## src/cac_pkg.sv

```systemverilog
// Package for the calendar alarm clock register block.
// Assumes a 40 MHz core clock and a 32.768 kHz crystal level on a pin.
`default_nettype none

package cac_pkg;

    // APB address and data widths
    localparam int ADDR_W = 8;
    localparam int DATA_W = 32;

    // Register offsets
    localparam logic [7:0] OFS_CTRL   = 8'h00;
    localparam logic [7:0] OFS_STS    = 8'h04;
    localparam logic [7:0] OFS_TIME   = 8'h08;
    localparam logic [7:0] OFS_DATE   = 8'h0c;
    localparam logic [7:0] OFS_TALARM = 8'h10;
    localparam logic [7:0] OFS_DALARM = 8'h14;

    // Control and status field positions
    localparam int CTRL_RUN_BIT    = 0;
    localparam int CTRL_UNLOCK_BIT = 1;
    localparam int CTRL_IRQEN_BIT  = 2;
    localparam int CTRL_WAKEEN_BIT = 3;
    localparam int CTRL_CLR_BIT    = 4;
    localparam int CTRL_TRIG_BIT   = 5;
    localparam int CTRL_POL_BIT    = 6;
    localparam int CTRL_W          = 7;
    localparam int STS_FLAG_BIT    = 0;

    // Reset values and writable masks
    localparam logic [6:0]  CTRL_RST    = 7'h00;
    localparam logic [31:0] TIME_RST    = 32'h0000_0000;
    localparam logic [31:0] DATE_RST    = 32'h1000_0100;
    localparam logic [31:0] TALARM_RST  = 32'h0000_0000;
    localparam logic [31:0] DALARM_RST  = 32'h1000_0000;
    localparam logic [31:0] TIME_MASK   = 32'h003f_7f7f;
    localparam logic [31:0] DATE_MASK   = 32'h7fff_ff3f;

    // Rollover limits in BCD; month limits in binary
    localparam logic [7:0] LAST_SEC  = 8'h59;
    localparam logic [7:0] LAST_MIN  = 8'h59;
    localparam logic [7:0] LAST_HOUR = 8'h23;
    localparam logic [7:0] LAST_YEAR = 8'h99;
    localparam logic [7:0] FIRST_ZERO = 8'h00;
    localparam logic [7:0] FIRST_DAY  = 8'h01;
    localparam logic [3:0] MON_FIRST  = 4'h1;
    localparam logic [3:0] MON_LAST   = 4'hc;
    localparam logic [2:0] WK_FIRST   = 3'h1;
    localparam logic [2:0] WK_LAST    = 3'h7;

    // Crystal edges per second
    localparam int XTAL_HZ = 32768;
    localparam int DIV_W   = 15;

    // Control register fields, bit 6 down to bit 0
    typedef struct packed {
        logic pol;
        logic trig;
        logic clr;
        logic wake_en;
        logic irq_en;
        logic unlock;
        logic run;
    } cac_ctrl_t;

    // Time word layout
    typedef struct packed {
        logic [9:0] rsv_a;
        logic [1:0] hr_t;
        logic [3:0] hr_u;
        logic       rsv_b;
        logic [2:0] mn_t;
        logic [3:0] mn_u;
        logic       rsv_c;
        logic [2:0] sc_t;
        logic [3:0] sc_u;
    } cac_time_t;

    // Date word layout
    typedef struct packed {
        logic       rsv_a;
        logic [2:0] wk;
        logic [3:0] cen_t;
        logic [3:0] cen_u;
        logic [3:0] yr_t;
        logic [3:0] yr_u;
        logic [3:0] mon;
        logic [1:0] rsv_b;
        logic [1:0] day_t;
        logic [3:0] day_u;
    } cac_date_t;

endpackage

`default_nettype wire

```

## src/cac_sync2.sv

```systemverilog
// Two flip-flop synchroniser for one level.
// Assumes the input is asynchronous to i_core_clk.
`default_nettype none

module cac_sync2 (
    // Clock and reset
    input  wire logic i_core_clk,
    input  wire logic i_reset,
    // Level in and out
    input  wire logic i_d,
    output logic      o_q
);

    logic meta_ff;
    logic sync_ff;

    // First stage feeds only the second
    always_ff @(posedge i_core_clk) begin
        if (i_reset) begin
            meta_ff <= 1'b0;
            sync_ff <= 1'b0;
        end else begin
            meta_ff <= i_d;
            sync_ff <= meta_ff;
        end
    end

    assign o_q = sync_ff;

endmodule

`default_nettype wire

```

## src/cac_bcd_step.sv

```systemverilog
// One step of a two-digit BCD counter with a wrap limit.
// Assumes the caller applies the step only on its carry-in.
`default_nettype none

module cac_bcd_step (
    // Current value and limits
    input  wire logic [7:0] i_val,
    input  wire logic [7:0] i_last,
    input  wire logic [7:0] i_first,
    // Stepped value and carry-out
    output logic [7:0]      o_next,
    output logic            o_wrap
);

    // Out-of-range values wrap as well
    always_comb begin
        o_wrap = (i_val >= i_last);
        if (o_wrap) begin
            o_next = i_first;
        end else if (i_val[3:0] >= 4'h9) begin
            o_next = {i_val[7:4] + 4'h1, 4'h0};
        end else begin
            o_next = {i_val[7:4], i_val[3:0] + 4'h1};
        end
    end

endmodule

`default_nettype wire

```

## src/cac_regs.sv

```systemverilog
// Calendar clock with alarm, APB slave register block.
// Assumes a 40 MHz core clock and a free crystal level on i_xtal_32k.
// Notes on behaviour
// - Wake polarity bit 6: 0 asserts wake high, 1 asserts it low.
// - Trigger select: 0 makes interrupt a level, 1 a pulse.
// - Wake output follows alarm only while wake enable bit 3 is set.
// - Interrupt output reaches system only while interrupt enable is set.
// - Calendar advances only while run is 1, else it holds.
// - Alarm flag bit 0 set by hardware, cleared by writing 1.
// - Date weekday in 30:28, values 1 to 7, resets 1; bit 31 reserved.
// - Date century tens in 27:24, decimal digit, resets 0.
// - Date century units in 23:20, decimal digit, resets 0.
// - Year tens 19:16 and year units 15:12, decimal digits, reset 0.
// - Month in 11:8, values 1 to 12, resets 1.
// - Day tens in 5:4, values 0 to 3; bits 7:6 reserved.
// - Day units in 3:0 of date and date alarm, resets 0.
// - Time alarm hour tens 21:20, hour units 19:16; 31:22 reserved.
// - Time alarm minute tens 14:12, minute units 11:8; bit 15 reserved.
// - Time alarm second tens 6:4, second units 3:0; bit 7 reserved.
// - Date alarm mirrors date; month resets 0, weekday resets 1.
// - Alarm fires when calendar equals both alarm registers.
`default_nettype none

module cac_regs #(
    parameter int P_XTAL_DIV = cac_pkg::XTAL_HZ
) (
    // Clock and reset
    input  wire logic                       i_core_clk,
    input  wire logic                       i_reset,
    // APB slave
    input  wire logic                       i_psel,
    input  wire logic                       i_penable,
    input  wire logic                       i_pwrite,
    input  wire logic [cac_pkg::ADDR_W-1:0] i_paddr,
    input  wire logic [cac_pkg::DATA_W-1:0] i_pwdata,
    output logic      [cac_pkg::DATA_W-1:0] o_prdata,
    output logic                            o_pready,
    output logic                            o_pslverr,
    // Crystal pin
    input  wire logic                       i_xtal_32k,
    // Alarm outputs
    output logic                            o_alarm_irq,
    output logic                            o_wake
);
    import cac_pkg::*;

    logic                xtal_s;
    logic                xtal_d_ff;
    logic [DIV_W-1:0]    div_ff;
    logic [DIV_W-1:0]    nxt_div;
    logic                tick_ff;
    logic                nxt_tick;
    cac_ctrl_t           ctrl_ff;
    cac_ctrl_t           nxt_ctrl;
    cac_time_t           time_ff;
    cac_time_t           nxt_time;
    cac_date_t           date_ff;
    cac_date_t           nxt_date;
    logic [31:0]         talarm_ff;
    logic [31:0]         nxt_talarm;
    logic [31:0]         dalarm_ff;
    logic [31:0]         nxt_dalarm;
    logic                flag_ff;
    logic                nxt_flag;
    logic                match_d_ff;
    logic                irq_ff;
    logic                nxt_irq;
    logic                wake_ff;
    logic                nxt_wake;
    logic [31:0]         prdata_ff;
    logic [31:0]         nxt_prdata;
    logic                wr_en;
    logic                wr_ok;
    logic                wr_ctrl;
    logic                wr_sts;
    logic                wr_time;
    logic                wr_date;
    logic                mapped;
    logic                clr_pulse;
    logic                adv;
    logic                match;
    logic                fire;
    logic                leap;
    logic                mon_en;
    logic                mon_wrap;
    logic [7:0]          cur  [6];
    logic [7:0]          lim  [6];
    logic [7:0]          fst  [6];
    logic [7:0]          stp  [6];
    logic [7:0]          upd  [6];
    logic                wrp  [6];
    logic                en   [6];

    // Crystal pin resynchronised before use
    cac_sync2 u_xtal_sync (
        .i_core_clk (i_core_clk),
        .i_reset    (i_reset),
        .i_d        (i_xtal_32k),
        .o_q        (xtal_s)
    );

    // APB decode
    always_comb begin
        wr_en   = i_psel & i_penable & i_pwrite;
        wr_ctrl = wr_en & (i_paddr == OFS_CTRL);
        wr_sts  = wr_en & (i_paddr == OFS_STS);
        wr_time = wr_en & (i_paddr == OFS_TIME);
        wr_date = wr_en & (i_paddr == OFS_DATE);
        mapped  = (i_paddr == OFS_CTRL) | (i_paddr == OFS_STS)
                | (i_paddr == OFS_TIME) | (i_paddr == OFS_DATE)
                | (i_paddr == OFS_TALARM) | (i_paddr == OFS_DALARM);
        wr_ok     = ~ctrl_ff.run & ctrl_ff.unlock;
        clr_pulse = wr_ctrl & i_pwdata[CTRL_CLR_BIT];
    end

    // Zero-wait slave, error on unmapped access
    assign o_pready  = 1'b1;
    assign o_pslverr = i_psel & i_penable & ~mapped;

    // Divider from crystal edges to a one second tick
    always_comb begin
        nxt_div  = div_ff;
        nxt_tick = 1'b0;
        if (clr_pulse) begin
            nxt_div = '0;
        end else if (xtal_s & ~xtal_d_ff) begin
            if (div_ff == DIV_W'(P_XTAL_DIV - 1)) begin
                nxt_div  = '0;
                nxt_tick = 1'b1;
            end else begin
                nxt_div = div_ff + 1'b1;
            end
        end
    end

    // Leap years by year digits; month end in BCD
    always_comb begin
        leap = date_ff.yr_t[0] ? (date_ff.yr_u == 4'h2 || date_ff.yr_u == 4'h6)
                               : (date_ff.yr_u == 4'h0 || date_ff.yr_u == 4'h4
                                  || date_ff.yr_u == 4'h8);
        cur[0] = {1'b0, time_ff.sc_t, time_ff.sc_u};
        cur[1] = {1'b0, time_ff.mn_t, time_ff.mn_u};
        cur[2] = {2'b00, time_ff.hr_t, time_ff.hr_u};
        cur[3] = {2'b00, date_ff.day_t, date_ff.day_u};
        cur[4] = {date_ff.yr_t, date_ff.yr_u};
        cur[5] = {date_ff.cen_t, date_ff.cen_u};
        lim[0] = LAST_SEC;
        lim[1] = LAST_MIN;
        lim[2] = LAST_HOUR;
        unique case (date_ff.mon)
            4'h2:                      lim[3] = leap ? 8'h29 : 8'h28;
            4'h4, 4'h6, 4'h9, 4'hb:    lim[3] = 8'h30;
            default:                   lim[3] = 8'h31;
        endcase
        lim[4] = LAST_YEAR;
        lim[5] = LAST_YEAR;
        fst[0] = FIRST_ZERO;
        fst[1] = FIRST_ZERO;
        fst[2] = FIRST_ZERO;
        fst[3] = FIRST_DAY;
        fst[4] = FIRST_ZERO;
        fst[5] = FIRST_ZERO;
    end

    // One BCD stepper per two-digit field
    for (genvar g = 0; g < 6; g++) begin : g_step
        cac_bcd_step u_step (
            .i_val   (cur[g]),
            .i_last  (lim[g]),
            .i_first (fst[g]),
            .o_next  (stp[g]),
            .o_wrap  (wrp[g])
        );
    end

    // Carry chain through seconds up to centuries
    always_comb begin
        adv      = tick_ff & ctrl_ff.run;
        en[0]    = adv;
        en[1]    = en[0] & wrp[0];
        en[2]    = en[1] & wrp[1];
        en[3]    = en[2] & wrp[2];
        mon_wrap = (date_ff.mon >= MON_LAST);
        mon_en   = en[3] & wrp[3];
        en[4]    = mon_en & mon_wrap;
        en[5]    = en[4] & wrp[4];
        for (int i = 0; i < 6; i++) begin
            upd[i] = en[i] ? stp[i] : cur[i];
        end
    end

    // Calendar next value: clear, unlocked write, or advance
    always_comb begin
        nxt_time = time_ff;
        nxt_date = date_ff;
        if (clr_pulse) begin
            nxt_time = cac_time_t'(TIME_RST);
            nxt_date = cac_date_t'(DATE_RST);
        end else if (wr_time & wr_ok) begin
            nxt_time = cac_time_t'(i_pwdata & TIME_MASK);
        end else if (wr_date & wr_ok) begin
            nxt_date = cac_date_t'(i_pwdata & DATE_MASK);
        end else if (adv) begin
            {nxt_time.sc_t, nxt_time.sc_u} = upd[0][6:0];
            {nxt_time.mn_t, nxt_time.mn_u} = upd[1][6:0];
            {nxt_time.hr_t, nxt_time.hr_u} = upd[2][5:0];
            {nxt_date.day_t, nxt_date.day_u} = upd[3][5:0];
            {nxt_date.yr_t, nxt_date.yr_u} = upd[4];
            {nxt_date.cen_t, nxt_date.cen_u} = upd[5];
            if (mon_en) begin
                nxt_date.mon = mon_wrap ? MON_FIRST : date_ff.mon + 4'h1;
            end
            if (en[3]) begin
                nxt_date.wk = (date_ff.wk >= WK_LAST) ? WK_FIRST : date_ff.wk + 3'h1;
            end
        end
    end

    // Control and alarm comparands
    always_comb begin
        nxt_ctrl   = ctrl_ff;
        nxt_talarm = talarm_ff;
        nxt_dalarm = dalarm_ff;
        if (wr_ctrl) begin
            nxt_ctrl     = cac_ctrl_t'(i_pwdata[CTRL_W-1:0]);
            nxt_ctrl.clr = 1'b0;
        end
        if (wr_en & (i_paddr == OFS_TALARM)) begin
            nxt_talarm = i_pwdata & TIME_MASK;
        end
        if (wr_en & (i_paddr == OFS_DALARM)) begin
            nxt_dalarm = i_pwdata & DATE_MASK;
        end
    end

    // Alarm match, sticky flag and output pins
    always_comb begin
        match = (time_ff == cac_time_t'(talarm_ff))
              & (date_ff == cac_date_t'(dalarm_ff));
        fire  = match & ~match_d_ff;
        nxt_flag = fire | (flag_ff & ~(wr_sts & i_pwdata[STS_FLAG_BIT]));
        nxt_irq  = ctrl_ff.irq_en
                 & (ctrl_ff.trig ? fire : nxt_flag);
        nxt_wake = ctrl_ff.pol
                 ^ (ctrl_ff.wake_en & nxt_flag);
    end

    // Read data captured in the setup phase
    always_comb begin
        nxt_prdata = prdata_ff;
        if (i_psel & ~i_penable & ~i_pwrite) begin
            unique case (i_paddr)
                OFS_CTRL:   nxt_prdata = {25'h0, ctrl_ff.pol, ctrl_ff.trig, 1'b0,
                                          ctrl_ff.wake_en, ctrl_ff.irq_en,
                                          ctrl_ff.unlock, ctrl_ff.run};
                OFS_STS:    nxt_prdata = {31'h0, flag_ff};
                OFS_TIME:   nxt_prdata = time_ff;
                OFS_DATE:   nxt_prdata = date_ff;
                OFS_TALARM: nxt_prdata = talarm_ff;
                OFS_DALARM: nxt_prdata = dalarm_ff;
                default:    nxt_prdata = 32'h0000_0000;
            endcase
        end
    end

    // State registers
    always_ff @(posedge i_core_clk) begin
        if (i_reset) begin
            xtal_d_ff  <= 1'b0;
            div_ff     <= '0;
            tick_ff    <= 1'b0;
            ctrl_ff    <= cac_ctrl_t'(CTRL_RST);
            time_ff    <= cac_time_t'(TIME_RST);
            date_ff    <= cac_date_t'(DATE_RST);
            talarm_ff  <= TALARM_RST;
            dalarm_ff  <= DALARM_RST;
            flag_ff    <= 1'b0;
            match_d_ff <= 1'b0;
            irq_ff     <= 1'b0;
            wake_ff    <= 1'b0;
            prdata_ff  <= 32'h0000_0000;
        end else begin
            xtal_d_ff  <= xtal_s;
            div_ff     <= nxt_div;
            tick_ff    <= nxt_tick;
            ctrl_ff    <= nxt_ctrl;
            time_ff    <= nxt_time;
            date_ff    <= nxt_date;
            talarm_ff  <= nxt_talarm;
            dalarm_ff  <= nxt_dalarm;
            flag_ff    <= nxt_flag;
            match_d_ff <= match;
            irq_ff     <= nxt_irq;
            wake_ff    <= nxt_wake;
            prdata_ff  <= nxt_prdata;
        end
    end

    assign o_prdata    = prdata_ff;
    assign o_alarm_irq = irq_ff;
    assign o_wake      = wake_ff;
endmodule

`default_nettype wire

```

## config.mk

```make
export PLATFORM = sky130hd
export DESIGN_NAME = cac_regs
export DESIGN_NICKNAME = d
export VERILOG_FILES = /design/src/cac_pkg.sv /design/src/cac_sync2.sv /design/src/cac_bcd_step.sv /design/src/cac_regs.sv
export SDC_FILE = /design/constraint.sdc
export NUM_CORES = 1
export LEC_CHECK = 0
export BUFFER_PORTS_ARGS = -buffer_cell sky130_fd_sc_hd__buf_2
export CAP_MARGIN = 20
export CORE_MARGIN = 3
export CORE_UTILIZATION = 40
export DETAILED_ROUTE_END_ITERATION = 6
export GPL_TIMING_DRIVEN = 0
export PLACE_DENSITY = 0.66
export SYNTH_ARGS = -nofsm -noshare
export SYNTH_HDL_FRONTEND = slang
export SYNTH_SLANG_ARGS = --single-unit
```

## constraint.sdc

```tcl
create_clock -name i_core_clk -period 2.7 [get_ports i_core_clk]
set_input_delay 0.405 -clock i_core_clk [delete_from_list [all_inputs] [get_ports i_core_clk]]
set_output_delay 0.405 -clock i_core_clk [all_outputs]
set_load 0.01 [all_outputs]
```

==> summary.md, run 1 <==
| Metric | Value |
|---|---|
| #FFs+latches synth | between 150 and 200 |
| # diodes | 0 |
| Crit end category | flop |
| CTS HTree Levels | 4 |
| Metal3 WL | 2500 um |
| Boundary pin count | around 80 |
| Die width | 154 um |
| P_sw | approximately 1.2 mW |
| Total global-route track usage | between 20% and 30% |
| RD Place Congestion | ~0.93 |
| Finish-stage setup viols | 0 |
| Setup_tns | 0 ns |
| CTS root buf | clkbuf_16 |
| XOR/XNOR share of the synthesized area | 6.66% |
| Tmin final | 2.68 ns |
| Post-synthesis mux area share | about 1.3% |
| Final worst path period share | 99.2% |
| Post-synthesis simple-gate area fraction | between 20% and 30% |
| Post-route cell area | 10,400 sq um |
| Hold Violations, Final | 0 |
| CTS Buf Count | 17 |
| Metal-1 WL | about 12,000 um |
| Die Y | 154 um |
| Clock power share | 48.9% |
| Async SR Flop Fraction | 0% |
| Flip-flop and latch area | 3160 sq um |
| Routed len/inst | between 15 and 20 um |
| Crit path max fanout | 4 |
| Final WL | 29,700 um |
| Leak pwr | 4.26 nW |
| Avg Cell Area, Syn | about 8.0 sq um |
| Row count | 53 |
| Total power | 4.92 mW |
| Pin count of the biggest net entering global routing | 17 |
| # port buffers | 74 |
| Post-route setup slack | 0.0225 ns |
| WL met2 | 14,200 um |
| Fmax | 0.373 GHz |
| Share of cells above drive strength 1 | 16.8% |
| Placed Area | ~9500 sq um |
| # Max-Cap Violations | 0 |
| Area of the multi-input gates | 5400 sq um |
| Least-Margin Pin Slew | 0.851 ns |
| Clock Skew | ~0.012 ns |
| Post-detail-place hpwl | about 21,000 um |
| Internal Power | 3.73 mW |
| GRT overflow | 0 |
| Sequential share of power | 47.1% |
| Sw frac | 24.2% |
| Layout Cells excl Fill | ~1,500 |
| Area Overhead vs Synth | 17.9% |
| Initial antenna violation count | 0 |
| First-pass GRT wire length | 45,700 um |
| Final-stage net count | 1,285 |
| Worst-path clk slew | 0.07 ns |
| Core area | 21,400 sq um |
| Die Footprint | 23,800 sq um |
| WS Path Type | flop to flop |
| HP Class | input port to flop |
| Clock sinks | 157 |
| CTS tree | yes |
| Ys flop type | dfxtp_1 |
| Largest family of logic cells by synthesized area | simple AND/OR/NAND/NOR gates |
| Adder-cell share of the synthesized area | about 5.7% |
| Sequential share of the synthesized area | 35.7% |
| TritonRoute pass-1 iters | 7 |
| Worst EP required | ~3.1 ns |
| Outcome | finished clean |
| Maximum vdd ir drop | 0.000405 V |
| Power per cell area | 474 nW/um^2 |
| Vias/cell | a little under 6 |
| Critical Path Source Type | flop |
| Syn Std Cell Area | roughly 9000 sq um |
| WP data arrival | 3.05 ns |
| Final Slew Violations | 0 |
| Clock Tree Buf Depth | 2 |
| Fillers | between 2,000 and 2,500 |
| Clk_lat worst skew | ~0.44 ns |
| Cells after Synth | 1,099 |
| Vias in the first global route | between 8,000 and 9,000 |
| Top Layer Used | met4 |
| Antenna Nets Post-Route | 0 |
| # DRC | 0 |
| Worst slack, placed | -0.491 ns |
| Drt initial violations | 1,013 |
| Worst slew margin | 43.3% |
| Cells after DPL | 1,450 |
| Combinational Power Share | around 4% |
| Post-synth EDFFs | 0 |
| Synth Area in Compound Gates | 22.1% |
| Starting Density | 41.2% |
| Via count | just under 9,000 |
| Cell variety after synth | 81 |
| Yosys warns | 0 |
## path summary, 6_finish.rpt
check,start,to,slack (ns),cells after the start
max,cur[8],cur[19],0.02,14
max reg2reg,cur[8],cur[19],0.02,14
min reg2reg,u_xtal_sync.meta_ff,u_xtal_sync.o_q,0.44,1
min,i_xtal_32k,u_xtal_sync.meta_ff,0.18,2
## power by group through the flow
| stage | registers (mW) | logic [mW] | clock network, mW |
|---|---|---|---|
| floorplan | 2.37 | 0.0832 | 0 |
| global placement | 2.37 | 0.192 | 0 |
| detailed placement | 2.37 | 0.193 | 0 |
| CTS | 2.32 | 0.194 | 2.42 |
| global route | 2.32 | 0.211 | 2.52 |
| finish | 2.32 | 0.198 | 2.41 |
## cells by family (layout without fill, tap and decap cells)
group,count (synthesis),after routing
and+or+nand+nor,425,425
other,2,3
DFF,157,157
xor gates and xnor gates,67,67
adders and majority gates,40,40
muxes,10,10
buffers and inverters,106,217
AOI/OAI and AO/OA,292,292
## state kept, by name, summed over array words and instances, names as in the netlist
name and cells:
flag_ff 1, div_ff 15, o_alarm_irq 1, u_xtal_sync.o_q 1, match_d_ff 1, u_xtal_sync.meta_ff 1, o_prdata 30, ctrl_ff 6
dalarm_ff 29, talarm_ff 20, tick_ff 1, cur 42, xtal_d_ff 1, date_ff 7, o_wake 1
## cell type report
cell class                 count  share of cell area [%]
tap                          275                    3.31
timing repair buffer          85                    4.52
multi-input combinational    837                    52.0
clock inverter                13                    1.36
inverter                      29                    1.07
buffer                        72                    3.19
clock buffer                  18                    4.13
sequential                   157                    30.4
## cells in the mapped netlist, drive strengths merged (3+ instances only)
master / number / area (sq um)
o311a: 7 / 82.6
nor2b: 8 / 50.1
o31ai: 6 / 45.0
nor3: 21 / 110
ha: 40 / 500
a22oi: 24 / 180
and3: 9 / 56.3
a31oi: 16 / 100
o22ai: 4 / 25.0
or3b: 3 / 26.3
clkbuf: 48 / 180
a22o: 14 / 123
nand2: 186 / 698
a211oi: 13 / 97.6
o31a: 6 / 53.8
xnor2: 7 / 61.3
a21oi: 110 / 554
or3: 5 / 32.5
nor2: 91 / 342
o211ai: 7 / 52.6
a2bb2oi: 3 / 26.3
or2: 4 / 25.0
nand3: 29 / 150
dfxtp: 157 / 3140
nand4: 9 / 62.6
inv: 29 / 109
and4: 3 / 26.3
or4: 3 / 22.5
a21o: 3 / 22.5
nand4b: 3 / 26.3
and2: 10 / 62.6
nor4: 20 / 191
o22a: 3 / 26.3
nor3b: 4 / 30.0
o21ai: 41 / 205
mux2i: 8 / 80.1
buf: 29 / 165
nand3b: 6 / 45.0
nand2b: 5 / 31.3
xor2: 60 / 526
a222oi: 14 / 140
a31o: 3 / 26.3
## cell usage in the layout, fill, tap and decap left out, types with 4 or more instances in the layout
cell type    n
and3_1       8
nand4_1      8
o31ai_1      6
o311a_1      5
nor4_1      13
a22oi_1     24
nand2_1    185
nor3_1      18
inv_1       26
a21oi_1    105
nor2_1      88
buf_4       15
o31a_1       5
a222oi_1    14
nand3_1     28
o211ai_1     7
and2_1      10
xnor2_1      7
mux2i_1      8
dfxtp_4      4
nor4_4       5
nand2b_1     5
a22o_1      14
clkbuf_1    42
clkbuf_16   17
nor2b_1      8
a21oi_2      5
buf_2       95
o21ai_0     38
xor2_1      60
dfxtp_1    150
ha_1        37
nor3b_1      4
a211oi_1    12
nand3b_1     6
a31oi_1     16
## per-stage QoR
step	hold WS [ns]	utilization [%]
after CTS	0.176	47.9
final	0.180	48.6
after global routing	0.211	48.6
after detailed placement	0.429	44.7
after floorplan	0.414	-
after global placement	0.418	44.6
## per-layer routing
metal	vias up	track usage, %
met5	-	0
met1	4156	31.5
met4	0	9.34
met2	371	39.2
li1	4104	-
met3	64	5.79
## repair_timing
action,in CTS,in global routing
endpoints found under the hold margin,0,0
resized for setup,30,27
setup buffers,8,2
endpoints found under the setup margin,27,31
pin swaps,10,17
hold buffers,0,0
## critical path, cell delays in order, from the launching register on
cell and delay, ns:
dfxtp_4 0.35, inv_2 0.08, ha_1 0.14, nand2_1 0.05, o211ai_1 0.16, a21oi_1 0.10, a21oi_2 0.16, ha_1 0.28
nor4b_4 0.26, buf_4 0.16, o22ai_2 0.10, nor2_2 0.18, mux2i_1 0.09, or3_1 0.36, a21oi_2 0.15
Power figures use the tool's default switching activity.
==> inputs of run 2 (changes only) <==
- BUFFER_PORTS_ARGS: -buffer_cell sky130_fd_sc_hd__buf_2 -> -buffer_cell sky130_fd_sc_hd__clkbuf_2
==> run 2 against run 1 <==
Net effect: the run now ends with setup timing left; cell count grew 0.61%; critical path depth is the same; critical path type unchanged; hold slack gained 0.0012 ns; via count grew 0.38%; critical endpoint is now cur[4].
==> summary.md, run 2 (same netlist as run 1, synthesis figures left out) <==
| Metric | Value |
|---|---|
| Layout Cells excl Fill | 1,495 |
| Cells after DPL | 1,450 |
| Clk_lat worst skew | roughly 0.44 ns |
| Routed len/inst | 19.7 um |
| Die Footprint | 23,800 sq um |
| Final-stage net count | between 1,000 and 1,500 |
| Post-route setup slack | -0.0209 ns |
| Min Hold Slack | 0.181 ns |
| Worst EP required | ~3 ns |
| Leak pwr | 4.25 nW |
| Pin count of the biggest net entering global routing | 17 |
| # Max-Cap Violations | 0 |
| Total power | 4.80 mW |
| Tmin final | 2.72 ns |
| WP data arrival | between 3 and 4 ns |
| TritonRoute pass-1 iters | 6 |
| Clock sinks | 157 |
| Most frequent cells in the layout | nand2_1 (184), dfxtp_1 (151), a21oi_1 (104), nor2_1 (88), clkbuf_2 (76) |
| GRT overflow | 0 |
| Antenna Nets Post-Route | 0 |
| Drt initial violations | 946 |
| Row count | 53 |
| Crit path max fanout | 5 |
| # diodes | 0 |
| Post-detail-place hpwl | roughly 21,000 um |
| RSZ-0062 raised after global routing | true |
| Area Overhead vs Synth | 18.5% |
| Maximum vdd ir drop | between 0.0003 and 0.0004 V |
| Share of cells above drive strength 1 | 17.6% |
| First-pass GRT wire length | 45,400 um |
| Crit path cell chain | inv_4 -> ha_4 -> nand2_2 -> o211ai_1 -> a21oi_1 -> a21oi_2 -> ha_1 -> nor4b_4 -> o22a_2 -> buf_6 -> a211oi_4 -> nand2_2 -> or3_1 -> a31oi_1 |
| Clock Tree Buf Depth | 2 |
| Final worst path period share | 101% |
| Crit end category | flop |
| Hold Violations, Final | 0 |
| Most common cell after layout, fill and taps aside | nand2_1 |
| Post-route cell area | 10,400 sq um |
| Max reg flops | 42 |
| HP Class | input port to flop |
| Vias/cell | about 6 |
| Outcome | finished, violations left |
| CTS tree | yes |
| Initial antenna violation count | 0 |
| CTS root buf | clkbuf_16 |
| Slowest cell on crit path | dfxtp_4 |
| Power per cell area | 460 nW/um^2 |
| Clock Skew | 0.0141 ns |
| Core Util, Final | 48.9% |
| Via count | 8,728 |
| CTS HTree Levels | 4 |
| Register-to-register setup slack | -0.02 ns |
| # port buffers | 74 |
| Die Y | 154 um |
| Crit path largest cell delay | roughly 0.4 ns |
| Final Slew Violations | 0 |
| Violated checks | setup timing |
| Die width | 154 um |
| Starting Density | 41.2% |
| WS Path Type | flop to flop |
| Worst-path clk slew | 0.07 ns |
| Critical Path Source Type | flop |
| Final WL | 29,400 um |
| # DRC | 0 |
| Boundary pin count | 82 |
| CTS Buf Count | 17 |
| RD Place Congestion | 0.940 |
| Finish-stage setup viols | 4 |
| Vias in the first global route | ~8,300 |
| Total global-route track usage | 24.1% |
| Most used cell along the critical path | nand2_2 |
| Worst slew margin | 38.7% |
| Fmax | 0.368 GHz |
| Least-Margin Pin Slew | 0.919 ns |
| Placed Area | approximately 9500 sq um |
| Hold_buf cts | 0 |
| Core area | 21,400 sq um |
run 2: what timing repair did:
item,4_1_cts,5_1_grt
resized for setup,38,32
setup buffers,13,5
pin swaps,16,24
cloned,0,0
setup endpoints to repair,27,28
run 2: final timing paths:
kind / start / to / cells past startpoint
min reg2reg: u_xtal_sync.meta_ff / u_xtal_sync.o_q / 1
max: cur[9] / cur[4] / 14
min: i_xtal_32k / u_xtal_sync.meta_ff / 2
max reg2reg: cur[9] / cur[4] / 14
run 2: critical path: cells and delay by family (launching register included):
family / cells / cell delay (ns)
AOI/OAI and AO/OA: 6 / 1.03
buffers and inverters: 2 / 0.19
DFF: 1 / 0.39
adders and majority gates: 2 / 0.48
and+or+nand+nor: 4 / 0.56
run 2: power by group:
part	internal [mW]	switching, mW	total [mW]
registers	2.31	0.00239	2.32
clock network	1.22	1.07	2.28
logic	0.0536	0.145	0.199
run 2: layer usage:
metal	GRT usage (%)	part of all wire [%]	wire, um
met5	0	0	0
met4	9.84	3.5	1020
met3	5.51	8.6	2540
met2	38.7	46	13700
met1	31.3	42	12200
run 2: through the flow:
step / setup WS (ns) / TNS, ns
floorplan: 0.00505 / 0
global placement: -0.467 / -13.19
detailed placement: -0.487 / -9.58
CTS: -0.0179 / -0.0504
global route: -0.0950 / -0.543
finish: -0.0209 / -0.0459
run 2: final cells by class:
cell class	instances	area, sq um
Fill cell	2089	10900
Tap cell	275	344
Sequential cell	157	3160
Buffer	72	325
Clock inverter	13	105
Clock buffer	19	443
Inverter	29	116
Multi-Input combinational cell	837	5410
Timing Repair Buffer	93	528
==> inputs of run 3 (changes only) <==
- ABC_AREA: unset -> 1
==> run 3 against run 2 <==
Net effect: the run now ends clean; hold slack worse by 0.012 ns; sequential cell count unchanged; die area is 0.84% higher; register-to-register slack gained 0.23 ns; final area fell by 2.2%; worst setup slack better by 0.23 ns; synthesized cell count up 17%; critical path depth fell by 1; via count increased by 1.6%; combinational power about the same; largest cell class unchanged.
==> summary.md, run 3 <==
| Metric | Value |
|---|---|
| Outcome | finished clean |
| Clk_lat worst skew | 0.43 ns |
| Layout Cells excl Fill | 1,673 |
| HP Start | i_xtal_32k |
| CTS root buf | clkbuf_16 |
| Via count | 8,867 |
| Maximum vdd ir drop | 0.000288 V |
| CTS HTree Levels | 4 |
| Hold Crit Endpoint | u_xtal_sync.meta_ff |
| Cell variety after synth | 50 |
| #FFs+latches synth | approximately 160 |
| R2R depth | 13 |
| Cell count of the worst hold path | 3 |
| Sequential share of power | a little under half |
| Die Y | 155 um |
| CTS Buf Count | 17 |
| Area leader, netlist | dfxtp_1 |
| Starting Density | 41.5% |
| Max reg flops | 42 |
| R2r startpoint | cur[8] |
| Share of the synthesized area in the top cell type | 35.4% |
| Combinational Power Share | a little over 4% |
| HP Class | input port to flop |
| Worst-path clk slew | 0.07 ns |
| # diodes | 0 |
| Area Overhead vs Synth | 14.9% |
| Post-detail-place hpwl | about 21,000 um |
| TritonRoute pass-1 iters | 5 |
| Flip-flop and latch area | 3140 sq um |
| Count leader, synth | nand2_1 |
| Most frequent cells after synthesis | nand2_1 (267), dfxtp_1 (157), inv_1 (155), o21ai_0 (151), a21oi_1 (134) |
| Total power | 4.88 mW |
| Cells after Synth | 1,289 |
| CTS tree | yes |
| # port buffers | 75 |
| Boundary pin count | between 80 and 90 |
| # Max-Cap Violations | 0 |
| Fmax | 0.402 GHz |
| Final Slew Violations | 0 |
| # DRC | 0 |
| GRT overflow | 0 |
| Sequential share of the synthesized area | about 35% |
| Clock sinks | 157 |
| Least-Margin Pin Slew | 0.802 ns |
| P_sw | 1.18 mW |
| Clock power share | 48.3% |
| Row count | 53 |
| Async SR Flop Fraction | 0% |
| Drt initial violations | 779 |
| Worst slew margin | 46.6% |
| Tmin final | 2.49 ns |
| Vias/cell | 5.30 |
| Cells after DPL | about 1,600 |
| Post-synth EDFFs | 0 |
| Critical Path Source Type | flop |
| Crit path max fanout | 8 |
| Avg Cell Area, Syn | 6.89 sq um |
| Share of cells above drive strength 1 | 13.1% |
| First-pass GRT wire length | 43,500 um |
| Die Footprint | 24,000 sq um |
| Vias in the first global route | roughly 8,000 |
| Crit end category | flop |
| Die width | 155 um |
| Min Hold Slack | 0.169 ns |
| Power per cell area | 478 nW/um^2 |
| Fillers | 2,204 |
| Antenna Nets Post-Route | 0 |
| Sw frac | between 20% and 30% |
| Pin count of the biggest net entering global routing | 17 |
| Finish-stage setup viols | 0 |
| Hold Violations, Final | 0 |
| Core area | 21,400 sq um |
| Final worst path period share | 92.1% |
| Worst EP required | 3.02 ns |
| Total global-route track usage | 23.1% |
| Initial antenna violation count | 0 |
| Setup_tns | 0 ns |
| Hold_buf cts | 0 |
| Area contributors post-synth | dfxtp_1 (35%), nand2_1 (11%), o21ai_0 (8.5%) |
| Leak pwr | 4.33 nW |
| RSZ-0062 raised after global routing | false |
| Syn Std Cell Area | 8880 sq um |
| RD Place Congestion | 0.961 |
| Clock Skew | between 0.01 and 0.015 ns |
| Most common cell after layout, fill and taps aside | nand2_1 |
| Worst r2r dst | cur[4] |
| Most frequent cells in the layout | nand2_1 (267), dfxtp_1 (157), inv_1 (152), o21ai_0 (149), a21oi_1 (134) |
| Area of the multi-input gates | 4900 sq um |
| Ys flop type | dfxtp_1 |
| WS Path Type | flop to flop |
| WP data arrival | 2.80 ns |
| Final WL | 28,300 um |
| Clock Tree Buf Depth | 2 |
| Final-stage net count | 1,471 |
| Internal Power | 3.70 mW |
| Register-to-register setup slack | 0.21 ns |
| Routed len/inst | 16.9 um |
| Yosys warns | 0 |
[run 3: cell count changes after synthesis, moves of 15 or more]
cell | before | now
a21oi_1 | 109 | 134
a22oi_1 | 24 | 8
clkbuf_1 | 48 | 24
inv_1 | 29 | 155
nand2_1 | 186 | 267
nand3_1 | 28 | 45
nor2_1 | 91 | 112
nor4_1 | 15 | 0
o21ai_0 | 39 | 151
o22ai_1 | 4 | 34
xor2_1 | 60 | 17
[run 3: area by class of cell]
class / instances / share of cell area [%]
multi-input cells: 917 / 48.1
plain buffers: 48 / 2.21
repair buffers: 76 / 3.75
clock buffers: 20 / 4.47
inverters: 168 / 6.25
flip-flops and latches: 157 / 30.8
clock inverters: 12 / 1.10
well taps: 275 / 3.37
[run 3: cells by family (layout without fill, tap and decap cells)]
group	after synthesis	after routing	share of synthesized area, %
simple gates	477	477	23.5
compound gates	359	359	22.0
buf+inv	216	324	9.72
flops	157	157	35.4
fa+ha+maj	40	40	5.63
xor+xnor	38	38	3.75
other cells	2	3	0.0846
[run 3: worst max-delay path by stage]
stage | from | endpoint | slack [ns] | cells past startpoint
after floorplan | date_ff[8] | cur[20] | 0.42 | 14
after global placement | date_ff[8] | cur[21] | 0.1 | 14
after detailed placement | date_ff[8] | cur[21] | 0.06 | 14
after CTS | date_ff[9] | cur[21] | 0.04 | 14
after global routing | date_ff[9] | date_ff[8] | 0.008 | 14
final | cur[8] | cur[4] | 0.21 | 13
[run 3: repair_timing]
action	in CTS	in global routing
gates resized for setup	0	9
buffers inserted	0	1
setup endpoints to repair	0	15
[run 3: through the flow]
stage	utilization [%]	setup slack, ns	cell area (sq um)
global route	47.7	0.00763	10200
global placement	44.8	0.0976	9610
floorplan	-	0.419	8890
CTS	47.5	0.0368	10200
finish	47.7	0.212	10200
detailed placement	44.8	0.0601	9610
[run 3: power groups by stage]
stage	Sequential, mW	Combinational (mW)	Clock [mW]
2_1_floorplan	2.37	0.0909	0
3_5_place_dp	2.37	0.197	0
3_3_place_gp	2.37	0.196	0
5_1_grt	2.32	0.215	2.48
6_report	2.32	0.200	2.36
4_1_cts	2.32	0.198	2.37
[run 3: metal layers]
| metal | global-route usage (%) | part of all wire [%] |
|---|---|---|
| met3 | 5.06 | 8.1 |
| met1 | 31.2 | 45 |
| met2 | 36.4 | 44 |
| met4 | 8.03 | 2.9 |
| met5 | 0 | 0 |
[run 3: critical path, stage by stage (launching register included)]
cell	delay [ns]
dfxtp_1	0.43
inv_2	0.12
ha_1	0.22
o211ai_1	0.12
a32o_1	0.21
inv_1	0.05
ha_1	0.26
nand4_1	0.15
nand3_4	0.19
nand3_4	0.14
nor2_4	0.25
nand3_1	0.10
nand2_1	0.07
nor2_1	0.05
